<file path="src/hdl/psv_pkg.sv">
// Shared constants, types and helpers for the protection switch and video output block.
// Assumes a single 200 MHz clock domain for control, snooping and video paths.
package psv_pkg;

  // ----------------------------------------------------------------
  // Clock
  // ----------------------------------------------------------------
  localparam int unsigned PSV_CLK_PERIOD_PS = 5000;

  // ----------------------------------------------------------------
  // Display data channel snooping
  // ----------------------------------------------------------------
  // 8-bit bus address 0x74 seen as a 7-bit device address
  localparam logic [6:0] PSV_DDC_DEV_ADDR = 7'h3A;
  localparam logic [7:0] PSV_V1_OFFS_LO   = 8'h00;
  localparam logic [7:0] PSV_V1_OFFS_HI   = 8'h44;
  localparam logic [7:0] PSV_V2_OFFS_LO   = 8'h50;
  localparam logic [7:0] PSV_V2_OFFS_HI   = 8'hC0;
  localparam logic [3:0] PSV_ACK_BIT      = 4'h8;

  // ----------------------------------------------------------------
  // Control port map
  // ----------------------------------------------------------------
  localparam int unsigned PSV_AXI_AW    = 9;
  localparam int unsigned PSV_AXI_DW    = 32;
  localparam logic [8:0]  PSV_REG_CTRL  = 9'h000;
  localparam logic [8:0]  PSV_REG_STAT  = 9'h004;
  localparam int unsigned PSV_CTRL_V1   = 0;
  localparam int unsigned PSV_CTRL_V2   = 1;
  localparam logic [1:0]  PSV_CTRL_RST  = 2'h0;
  localparam int unsigned PSV_STAT_PEND = 0;
  localparam int unsigned PSV_STAT_PROT = 1;
  localparam logic [1:0]  PSV_RESP_OKAY = 2'h0;
  localparam logic [1:0]  PSV_RESP_SLV  = 2'h2;

  // ----------------------------------------------------------------
  // Types
  // ----------------------------------------------------------------
  typedef enum logic [1:0] {
    PSV_PROTO_NONE = 2'h0,
    PSV_PROTO_V1   = 2'h1,
    PSV_PROTO_V2   = 2'h2
  } psv_proto_t;

  typedef enum logic [5:0] {
    PSV_ST_IDLE   = 6'h01,
    PSV_ST_ADDR   = 6'h02,
    PSV_ST_OFFS   = 6'h04,
    PSV_ST_WDATA  = 6'h08,
    PSV_ST_RDATA  = 6'h10,
    PSV_ST_IGNORE = 6'h20
  } psv_ddc_st_t;

  // Side-band that travels with every video beat
  typedef struct packed {
    logic eol;
    logic sof;
    logic hsync;
    logic field;
  } psv_side_t;

  // Byte-rounded video width
  function automatic int unsigned psv_data_width(input int unsigned bpc,
                                                 input int unsigned ppc);
    psv_data_width = ((3 * bpc * ppc + 7) / 8) * 8;
  endfunction

endpackage

</file>
<file path="src/hdl/psv_sync2.sv">
// Two-flop level synchroniser.
// Assumes the input is asynchronous to clock; only the second flop is read outside.
`timescale 1ns/1ps
`default_nettype none
module psv_sync2 #(
  parameter logic RESET_VAL = 1'b1
) (
  input  wire logic clock,
  input  wire logic reset_n,
  input  wire logic async_in,
  output var  logic sync_out
);

  logic meta_q;

  always_ff @(posedge clock) begin
    if (!reset_n) begin
      meta_q   <= RESET_VAL;
      sync_out <= RESET_VAL;
    end else begin
      meta_q   <= async_in;
      sync_out <= meta_q;
    end
  end

endmodule
`default_nettype wire

</file>
<file path="src/hdl/psv_top.sv">
// Protection protocol switch, cascade routing and video output.
// Assumes DDC pins are asynchronous; streams and control share the one clock.
//
// Operation
// - Both protocol cores present: they are chained in one cascade path.
// - Encrypted beats leave on egress; decrypted beats return on ingress to output.
// - Protocol detected by snooping DDC transfers to device address 0x74.
// - Offsets 0x00 to 0x44 classify as the older protocol.
// - Offsets 0x50 to 0xC0 classify as the newer protocol.
// - Every detection event raises the interrupt.
// - Single configured protocol: no detection, that protocol always in use.
// - AXI4-Lite control slave, 9-bit addresses, 32-bit data.
// - Stream mode: AXI4-Stream master, TLAST ends line, TUSER starts frame.
// - Data width is three times BPC times PPC rounded up to bytes.
// - Width fixed at build time by BPC and PPC parameters.
// - Native mode drives data, active video and horizontal sync.
// - Native mode drives a field identifier for interlaced video.
// - DDC follows I2C signalling.
`timescale 1ns/1ps
`default_nettype none
module psv_top #(
  parameter bit          HAS_V1      = 1'b1,
  parameter bit          HAS_V2      = 1'b1,
  parameter bit          NATIVE_MODE = 1'b0,
  parameter int unsigned BPC         = 8,
  parameter int unsigned PPC         = 2,
  localparam int unsigned DW         = psv_pkg::psv_data_width(BPC, PPC)
) (
  input  wire logic                      clock,
  input  wire logic                      reset_n,
  input  wire logic [8:0]                s_axi_awaddr,
  input  wire logic                      s_axi_awvalid,
  output var  logic                      s_axi_awready,
  input  wire logic [31:0]               s_axi_wdata,
  input  wire logic [3:0]                s_axi_wstrb,
  input  wire logic                      s_axi_wvalid,
  output var  logic                      s_axi_wready,
  output var  logic [1:0]                s_axi_bresp,
  output var  logic                      s_axi_bvalid,
  input  wire logic                      s_axi_bready,
  input  wire logic [8:0]                s_axi_araddr,
  input  wire logic                      s_axi_arvalid,
  output var  logic                      s_axi_arready,
  output var  logic [31:0]               s_axi_rdata,
  output var  logic [1:0]                s_axi_rresp,
  output var  logic                      s_axi_rvalid,
  input  wire logic                      s_axi_rready,
  input  wire logic                      ddc_scl_i,
  input  wire logic                      ddc_sda_i,
  input  wire logic [DW-1:0]             link_tdata,
  input  wire psv_pkg::psv_side_t        link_side,
  input  wire logic                      link_tvalid,
  output var  logic                      link_tready,
  output var  logic [DW-1:0]             egress_tdata,
  output var  psv_pkg::psv_side_t        egress_side,
  output var  logic                      egress_tvalid,
  input  wire logic                      egress_tready,
  input  wire logic [DW-1:0]             ingress_tdata,
  input  wire psv_pkg::psv_side_t        ingress_side,
  input  wire logic                      ingress_tvalid,
  output var  logic                      ingress_tready,
  output var  logic [1:0]                core_enable,
  output var  logic                      detect_irq,
  output var  psv_pkg::psv_proto_t       detected_proto,
  output var  logic [DW-1:0]             video_tdata,
  output var  logic                      video_tvalid,
  input  wire logic                      video_tready,
  output var  logic                      video_tlast,
  output var  logic                      video_tuser,
  output var  logic [DW-1:0]             native_data,
  output var  logic                      native_active_video,
  output var  logic                      native_hsync,
  output var  logic                      native_field
);

  localparam bit BOTH = HAS_V1 && HAS_V2;

  // ----------------------------------------------------------------
  // DDC snooping
  // ----------------------------------------------------------------
  logic                 scl_s, sda_s, scl_d_q, sda_d_q;
  logic                 scl_rise, bus_start, bus_stop, byte_done;
  logic [3:0]           bitcnt_q;
  logic [7:0]           shift_q, ptr_q, class_offs;
  psv_pkg::psv_ddc_st_t state_q;
  logic                 det_event;
  psv_pkg::psv_proto_t  det_proto;

  psv_sync2 #(.RESET_VAL(1'b1)) u_sync_scl (
    .clock    (clock),
    .reset_n  (reset_n),
    .async_in (ddc_scl_i),
    .sync_out (scl_s)
  );

  psv_sync2 #(.RESET_VAL(1'b1)) u_sync_sda (
    .clock    (clock),
    .reset_n  (reset_n),
    .async_in (ddc_sda_i),
    .sync_out (sda_s)
  );

  always_ff @(posedge clock) begin
    if (!reset_n) begin
      scl_d_q <= 1'b1;
      sda_d_q <= 1'b1;
    end else begin
      scl_d_q <= scl_s;
      sda_d_q <= sda_s;
    end
  end

  // Start and stop are SDA edges while SCL stays high
  assign scl_rise  = scl_s & ~scl_d_q;
  assign bus_start = scl_s & scl_d_q & sda_d_q & ~sda_s;
  assign bus_stop  = scl_s & scl_d_q & ~sda_d_q & sda_s;
  assign byte_done = scl_rise && bitcnt_q == psv_pkg::PSV_ACK_BIT
                     && state_q != psv_pkg::PSV_ST_IDLE
                     && state_q != psv_pkg::PSV_ST_IGNORE;

  always_ff @(posedge clock) begin
    if (!reset_n) begin
      state_q  <= psv_pkg::PSV_ST_IDLE;
      bitcnt_q <= 4'h0;
      shift_q  <= 8'h00;
      ptr_q    <= 8'h00;
    end else if (bus_start) begin
      state_q  <= psv_pkg::PSV_ST_ADDR;
      bitcnt_q <= 4'h0;
    end else if (bus_stop) begin
      state_q  <= psv_pkg::PSV_ST_IDLE;
    end else if (byte_done) begin
      bitcnt_q <= 4'h0;
      unique case (state_q)
        psv_pkg::PSV_ST_ADDR: begin
          if (shift_q[7:1] != psv_pkg::PSV_DDC_DEV_ADDR) begin
            state_q <= psv_pkg::PSV_ST_IGNORE;
          end else if (shift_q[0]) begin
            state_q <= psv_pkg::PSV_ST_RDATA;
          end else begin
            state_q <= psv_pkg::PSV_ST_OFFS;
          end
        end
        psv_pkg::PSV_ST_OFFS: begin
          ptr_q   <= shift_q;
          state_q <= psv_pkg::PSV_ST_WDATA;
        end
        psv_pkg::PSV_ST_WDATA: begin
          ptr_q <= ptr_q + 8'h01;
        end
        psv_pkg::PSV_ST_RDATA: begin
          ptr_q <= ptr_q + 8'h01;
          // A NACK from the reader ends the read
          if (sda_s) begin
            state_q <= psv_pkg::PSV_ST_IGNORE;
          end
        end
        default: begin
          state_q <= psv_pkg::PSV_ST_IDLE;
        end
      endcase
    end else if (scl_rise && state_q != psv_pkg::PSV_ST_IDLE
                 && state_q != psv_pkg::PSV_ST_IGNORE) begin
      shift_q  <= {shift_q[6:0], sda_s};
      bitcnt_q <= bitcnt_q + 4'h1;
    end
  end

  // Classify the offset of every access aimed at the protection slave
  always_comb begin
    class_offs = (state_q == psv_pkg::PSV_ST_OFFS) ? shift_q : ptr_q;
    det_proto  = psv_pkg::PSV_PROTO_NONE;
    if (class_offs <= psv_pkg::PSV_V1_OFFS_HI) begin
      det_proto = psv_pkg::PSV_PROTO_V1;
    end else if (class_offs >= psv_pkg::PSV_V2_OFFS_LO
                 && class_offs <= psv_pkg::PSV_V2_OFFS_HI) begin
      det_proto = psv_pkg::PSV_PROTO_V2;
    end
    det_event = BOTH && byte_done && state_q != psv_pkg::PSV_ST_ADDR
                && det_proto != psv_pkg::PSV_PROTO_NONE;
  end

  // ----------------------------------------------------------------
  // Control and status
  // ----------------------------------------------------------------
  logic [1:0] ctrl_q;
  logic       pend_q;
  logic       wr_go, pend_clr, aw_hit_ctrl, aw_hit_stat;

  assign wr_go         = s_axi_awvalid & s_axi_wvalid & ~s_axi_bvalid;
  assign s_axi_awready = wr_go;
  assign s_axi_wready  = wr_go;
  assign s_axi_arready = ~s_axi_rvalid;
  assign aw_hit_ctrl   = s_axi_awaddr == psv_pkg::PSV_REG_CTRL;
  assign aw_hit_stat   = s_axi_awaddr == psv_pkg::PSV_REG_STAT;
  assign pend_clr      = wr_go & aw_hit_stat & s_axi_wstrb[0]
                         & s_axi_wdata[psv_pkg::PSV_STAT_PEND];

  always_ff @(posedge clock) begin
    if (!reset_n) begin
      ctrl_q       <= psv_pkg::PSV_CTRL_RST;
      s_axi_bvalid <= 1'b0;
      s_axi_bresp  <= psv_pkg::PSV_RESP_OKAY;
    end else begin
      if (wr_go) begin
        s_axi_bvalid <= 1'b1;
        s_axi_bresp  <= (aw_hit_ctrl || aw_hit_stat) ? psv_pkg::PSV_RESP_OKAY
                                                     : psv_pkg::PSV_RESP_SLV;
        if (aw_hit_ctrl && s_axi_wstrb[0]) begin
          ctrl_q <= s_axi_wdata[1:0];
        end
      end else if (s_axi_bready) begin
        s_axi_bvalid <= 1'b0;
      end
    end
  end

  always_ff @(posedge clock) begin
    if (!reset_n) begin
      s_axi_rvalid <= 1'b0;
      s_axi_rdata  <= 32'h0000_0000;
      s_axi_rresp  <= psv_pkg::PSV_RESP_OKAY;
    end else if (s_axi_arvalid && !s_axi_rvalid) begin
      s_axi_rvalid <= 1'b1;
      s_axi_rresp  <= psv_pkg::PSV_RESP_OKAY;
      if (s_axi_araddr == psv_pkg::PSV_REG_CTRL) begin
        s_axi_rdata <= {30'h0000_0000, ctrl_q};
      end else if (s_axi_araddr == psv_pkg::PSV_REG_STAT) begin
        s_axi_rdata <= {29'h0000_0000, detected_proto, pend_q};
      end else begin
        s_axi_rdata <= 32'h0000_0000;
        s_axi_rresp <= psv_pkg::PSV_RESP_SLV;
      end
    end else if (s_axi_rready) begin
      s_axi_rvalid <= 1'b0;
    end
  end

  // Detection wins over a clear in the same cycle
  always_ff @(posedge clock) begin
    if (!reset_n) begin
      pend_q         <= 1'b0;
      detected_proto <= psv_pkg::PSV_PROTO_NONE;
    end else begin
      if (det_event) begin
        pend_q         <= 1'b1;
        detected_proto <= det_proto;
      end else if (pend_clr) begin
        pend_q <= 1'b0;
      end
    end
  end

  assign detect_irq = pend_q;

  // ----------------------------------------------------------------
  // Cascade routing
  // ----------------------------------------------------------------
  logic out_ready, cascade;

  // A lone configured core is always the one in use
  assign core_enable[psv_pkg::PSV_CTRL_V1] = HAS_V1 && (!BOTH || ctrl_q[psv_pkg::PSV_CTRL_V1]);
  assign core_enable[psv_pkg::PSV_CTRL_V2] = HAS_V2 && (!BOTH || ctrl_q[psv_pkg::PSV_CTRL_V2]);
  assign cascade = |core_enable;

  // Without an active core the link bypasses egress and ingress
  assign egress_tdata   = link_tdata;
  assign egress_side    = link_side;
  assign egress_tvalid  = cascade & link_tvalid;
  assign link_tready    = cascade ? egress_tready : out_ready;
  assign ingress_tready = cascade & out_ready;

  // ----------------------------------------------------------------
  // Video output stage
  // ----------------------------------------------------------------
  logic               src_valid;
  logic [DW-1:0]      src_data;
  psv_pkg::psv_side_t src_side, out_side_q;
  logic [DW-1:0]      out_data_q;
  logic               out_valid_q;

  assign src_valid = cascade ? ingress_tvalid : link_tvalid;
  assign src_data  = cascade ? ingress_tdata : link_tdata;
  assign src_side  = cascade ? ingress_side : link_side;
  assign out_ready = NATIVE_MODE || !out_valid_q || video_tready;

  always_ff @(posedge clock) begin
    if (!reset_n) begin
      out_valid_q <= 1'b0;
      out_data_q  <= '0;
      out_side_q  <= '0;
    end else if (out_ready) begin
      out_valid_q <= src_valid;
      out_side_q  <= src_valid ? src_side : '0;
      if (src_valid) begin
        out_data_q <= src_data;
      end
    end
  end

  assign video_tvalid        = !NATIVE_MODE && out_valid_q;
  assign video_tdata         = out_data_q;
  assign video_tlast         = !NATIVE_MODE && out_side_q.eol;
  assign video_tuser         = !NATIVE_MODE && out_side_q.sof;
  assign native_data         = out_data_q;
  assign native_active_video = NATIVE_MODE && out_valid_q;
  assign native_hsync        = NATIVE_MODE && out_side_q.hsync;
  assign native_field        = NATIVE_MODE && out_side_q.field;
endmodule
`default_nettype wire
</file>
<file path="config.mk">
export PLATFORM = sky130hd
export DESIGN_NAME = psv_top
export DESIGN_NICKNAME = d
export VERILOG_FILES = /design/src/hdl/psv_pkg.sv /design/src/hdl/psv_sync2.sv /design/src/hdl/psv_top.sv
export SDC_FILE = /design/constraint.sdc
export NUM_CORES = 1
export LEC_CHECK = 0
export ABC_AREA = 1
export BUFFER_PORTS_ARGS = -buffer_cell sky130_fd_sc_hd__buf_2
export CORE_AREA = 2 2 144 146
export CTS_CLUSTER_DIAMETER = 60
export DETAILED_ROUTE_END_ITERATION = 6
export DIE_AREA = 0 0 146 148
export PLACE_DENSITY = 0.55
export SKIP_CTS_REPAIR_TIMING = 1
export SYNTH_ARGS = -nofsm -noshare
export SYNTH_HDL_FRONTEND = slang
export SYNTH_SLANG_ARGS = --single-unit
export TNS_END_PERCENT = 10
</file>
<file path="constraint.sdc">
create_clock -name clock -period 1.9 [get_ports clock]
set_input_delay 0.19 -clock clock [delete_from_list [all_inputs] [get_ports clock]]
set_output_delay 0.19 -clock clock [all_outputs]
set_load 0.05 [all_outputs]
</file>
==> results.txt <==
----------------------------------------------------
[Placed design]
  DP HPWL ... 13,900 um
  Quantity of I/O buffers inserted on ports ... 300
  Routability congestion estimate ... 0.848
  Dpl ws ... 0.0234 ns

[Power and ir drop]
  Power per unit of standard cell area ... 846 nW/um^2
  IR drop worst, VDD ... 0.399 mV
  Pleak ... 3.48 nW
  Overall Power ... 5.68 mW

[Setup path]
  Required time of the worst setup path ... 1.71 ns
  Crit path arrival time ... 1.54 ns
  Crit-path slowest cell ... buf_4
  Category of the critical setup timing path ... flop to primary output
  CP peak stage delay ... 0.42 ns
  Crit. End Element ... primary output
  Ordered cell list for the critical path ... buf_4, buf_2
  Largest fanout of any net on the critical path ... 51
  Startpoint kind of the worst setup timing path ... flop

[Detailed routing]
  DRC violations left ... 0
  Total iterations of the first detailed-routing run ... 5
  Vias post-DR ... 5,431
  Via-per-instance ratio ... 4.46
  Detailed Route WL ... 17,900 um
  DRT antenna net count ... 0
  Initial detailed-routing violation count ... 318
  Post-DR wirelength/cell ... 14.7 um

[STA]
  Share of the cycle needed by the critical path after routing ... 0.912
  Number of pins exceeding their max-slew limit in the final report ... 0
  Slew of the pin with the lowest slew margin ... 0.552 ns
  Number of endpoints with negative hold slack in the final report ... 0
  Maximum clock skew at final layout ... 0.0153 ns
  Min Clock Period, post-route ... 1.73 ns
  Worst max-slew margin expressed relative to the limit ... 0.632
  RSZ-0062 raised after global routing ... yes
  Min setup slack post-route ... 0.168 ns
  Setup-violating endpoint count in the final report ... 0
  Peak clock frequency supported by timing ... 0.577 GHz

[Clocking]
  H-tree depth ... 3
  Total number of clock tree sinks ... 95
  Clock latency of the later-clocked register in the worst-skew pair ... 0.35 ns
  CTS tree ... done
  Maximum clock insertion buffer count ... 2
  Reg clk slew, reported paths ... 0.07 ns
  CTS buffer count ... 9
  Root Buffer Master ... clkbuf_16

[Synthesis]
  Number of unique standard cell types used by synthesis ... 36
  Register bit count reported by yosys ... 95
  Post-synthesis xor/xnor area fraction ... 0.00800
  Area share of fa/ha/maj cells after synthesis ... 0.00686
  Sequential fraction of the synthesis area ... 0.347
  Fraction of post-synthesis cell area in the top cell type by area ... 0.347
  Dominant cells by area after synthesis ... dfxtp_1 35%, buf_4 19%, o21ai_0 11%, nand2_1 7.5%, a31oi_1 5.6%
  Mux contribution to synthesized area ... 0.00411
  Compound-cell area share of the yosys netlist ... 0.216
  Cells after synthesis ... 756
  Async S/R FF share, synth ... 0
  Avg Cell Area, Syn ... 7.24 um^2
  Number of enable flip-flop cells after synthesis ... 0
  Mapped Area ... 5470 um^2
  Main combinational cell family by area after synthesis ... buffers and inverters
  Ys flop type ... dfxtp_1
  Area share of and/or/nand/nor cells after synthesis ... 0.168
  Number of warnings printed during yosys synthesis ... 0
  Synth area leader ... dfxtp_1

[Floorplanning]
  Die Footprint ... 21,600 um^2
  Total I/O pin count ... 374
  Initial cell density of the core ... 0.273
  CORE AREA ... 20,000 um^2
  Die Ht ... 148 um
  Die extent in x ... 146 um
  Cell Rows ... 52

[Finish]
  Layout area overhead ... 22.6%
  Commonest non-fill, non-tap cells in the layout ... 300 x buf_2, 121 x o21ai_0, 108 x nand2_1
  Number of diodes added for antenna fixing ... 0
  Nets ... 1,117
  Ratio of cells with drive above 1 in the final layout ... 0.374
  Most common cell after layout, fill and taps aside ... buf_2

[Global routing]
  Via count of the first global-routing pass ... 4,901
  Maximum number of pins on one net before global-route repair ... 100
  Number of antenna violations at the first check in global routing ... 0
  Total track usage ... 0.160
  Global-route wire length before repair ... 27,300 um
  GR Overflow Total ... 0

[Hold path]
  HP Class ... input port to flop

[Run]
  Reported max-cap violation count ... 0

[Outcome]
  Outcome ... completed

----------------------------------------------------
## power by group
part	internal [mW]	switching, mW
logic	0.349	1.29
clock network	1.03	0.835
registers	2.09	0.0828
## kinds of logic (layout without fill, tap and decap cells)
group                      count (synthesis)  count (layout)
muxes                                      2               2
and+or+nand+nor                          209             209
adders and majority gates                  3               3
buffers and inverters                    225             384
other                                      1              34
DFF                                       95              95
xor gates and xnor gates                   5               5
AOI/OAI and AO/OA                        216             216
## cell usage after synthesis, types with 5 or more instances
master / number
a211oi_1: 5
o21ai_0: 121
inv_1: 53
or2_2: 5
buf_2: 6
nand4_1: 12
dfxtp_1: 95
nor3_1: 9
a31oi_1: 49
nand3_1: 18
buf_4: 135
a21oi_1: 29
nor2_1: 43
nand2_1: 109
clkbuf_1: 25
o21ai_1: 6
## metal layers
metal,routed length (um),track usage,part of all wire,up-vias
met2,8770,0.269,0.49,185
met1,7980,0.212,0.44,2475
met4,283,0.0495,0.016,0
li1,-,-,-,2751
met5,0,0,0,-
met3,896,0.0272,0.050,20
## sequential cells by signal, summed over array words and instances (netlist names), 2 cells and up
| signal | flops |
|---|---|
| ptr_q | 8 |
| detected_proto | 2 |
| core_enable | 2 |
| s_axi_rdata | 3 |
| bitcnt_q | 4 |
| shift_q | 8 |
| native_data | 48 |
| state_q | 6 |
## path summary, 6_finish.rpt
kind                startpoint                  end  slack, ns  cells after the start
max reg2reg         state_q[3]             ptr_q[7]       0.18                     10
min                  ddc_sda_i    u_sync_sda.meta_q       0.04                      2
min reg2reg  u_sync_sda.meta_q  u_sync_sda.sync_out       0.43                      1
max             core_enable[0]       core_enable[0]       0.17                      2
## through the flow
| step | std cells | utilization | TNS (ns) | hold slack (ns) | instance area [um^2] |
|---|---|---|---|---|---|
| after floorplan | 789 | - | -0.498 | 0.297 | 5600 |
| after global placement | 1202 | 0.320 | 0 | 0.381 | 6410 |
| after detailed placement | 1202 | 0.320 | 0 | 0.381 | 6410 |
| after CTS | 1218 | 0.335 | 0 | 0.0261 | 6710 |
| after global routing | 1218 | 0.335 | -0.135 | 0.0293 | 6710 |
| final | 1218 | 0.335 | 0 | 0.0396 | 6710 |
## worst max-delay path: cells and delay by family (launching register included)
family	cells	cell delay, ns
DFF	1	0.35
buffers and inverters	2	0.79
## area by class of cell
class | count | area [um^2]
sequential | 95 | 1900
timing repair buffer | 314 | 1620
fill | 2228 | 13300
multi-input combinational | 469 | 2350
clock buffer | 10 | 229
clock inverter | 6 | 66.3
inverter | 54 | 203
tap | 270 | 338
(Power assumes the default switching activity.)
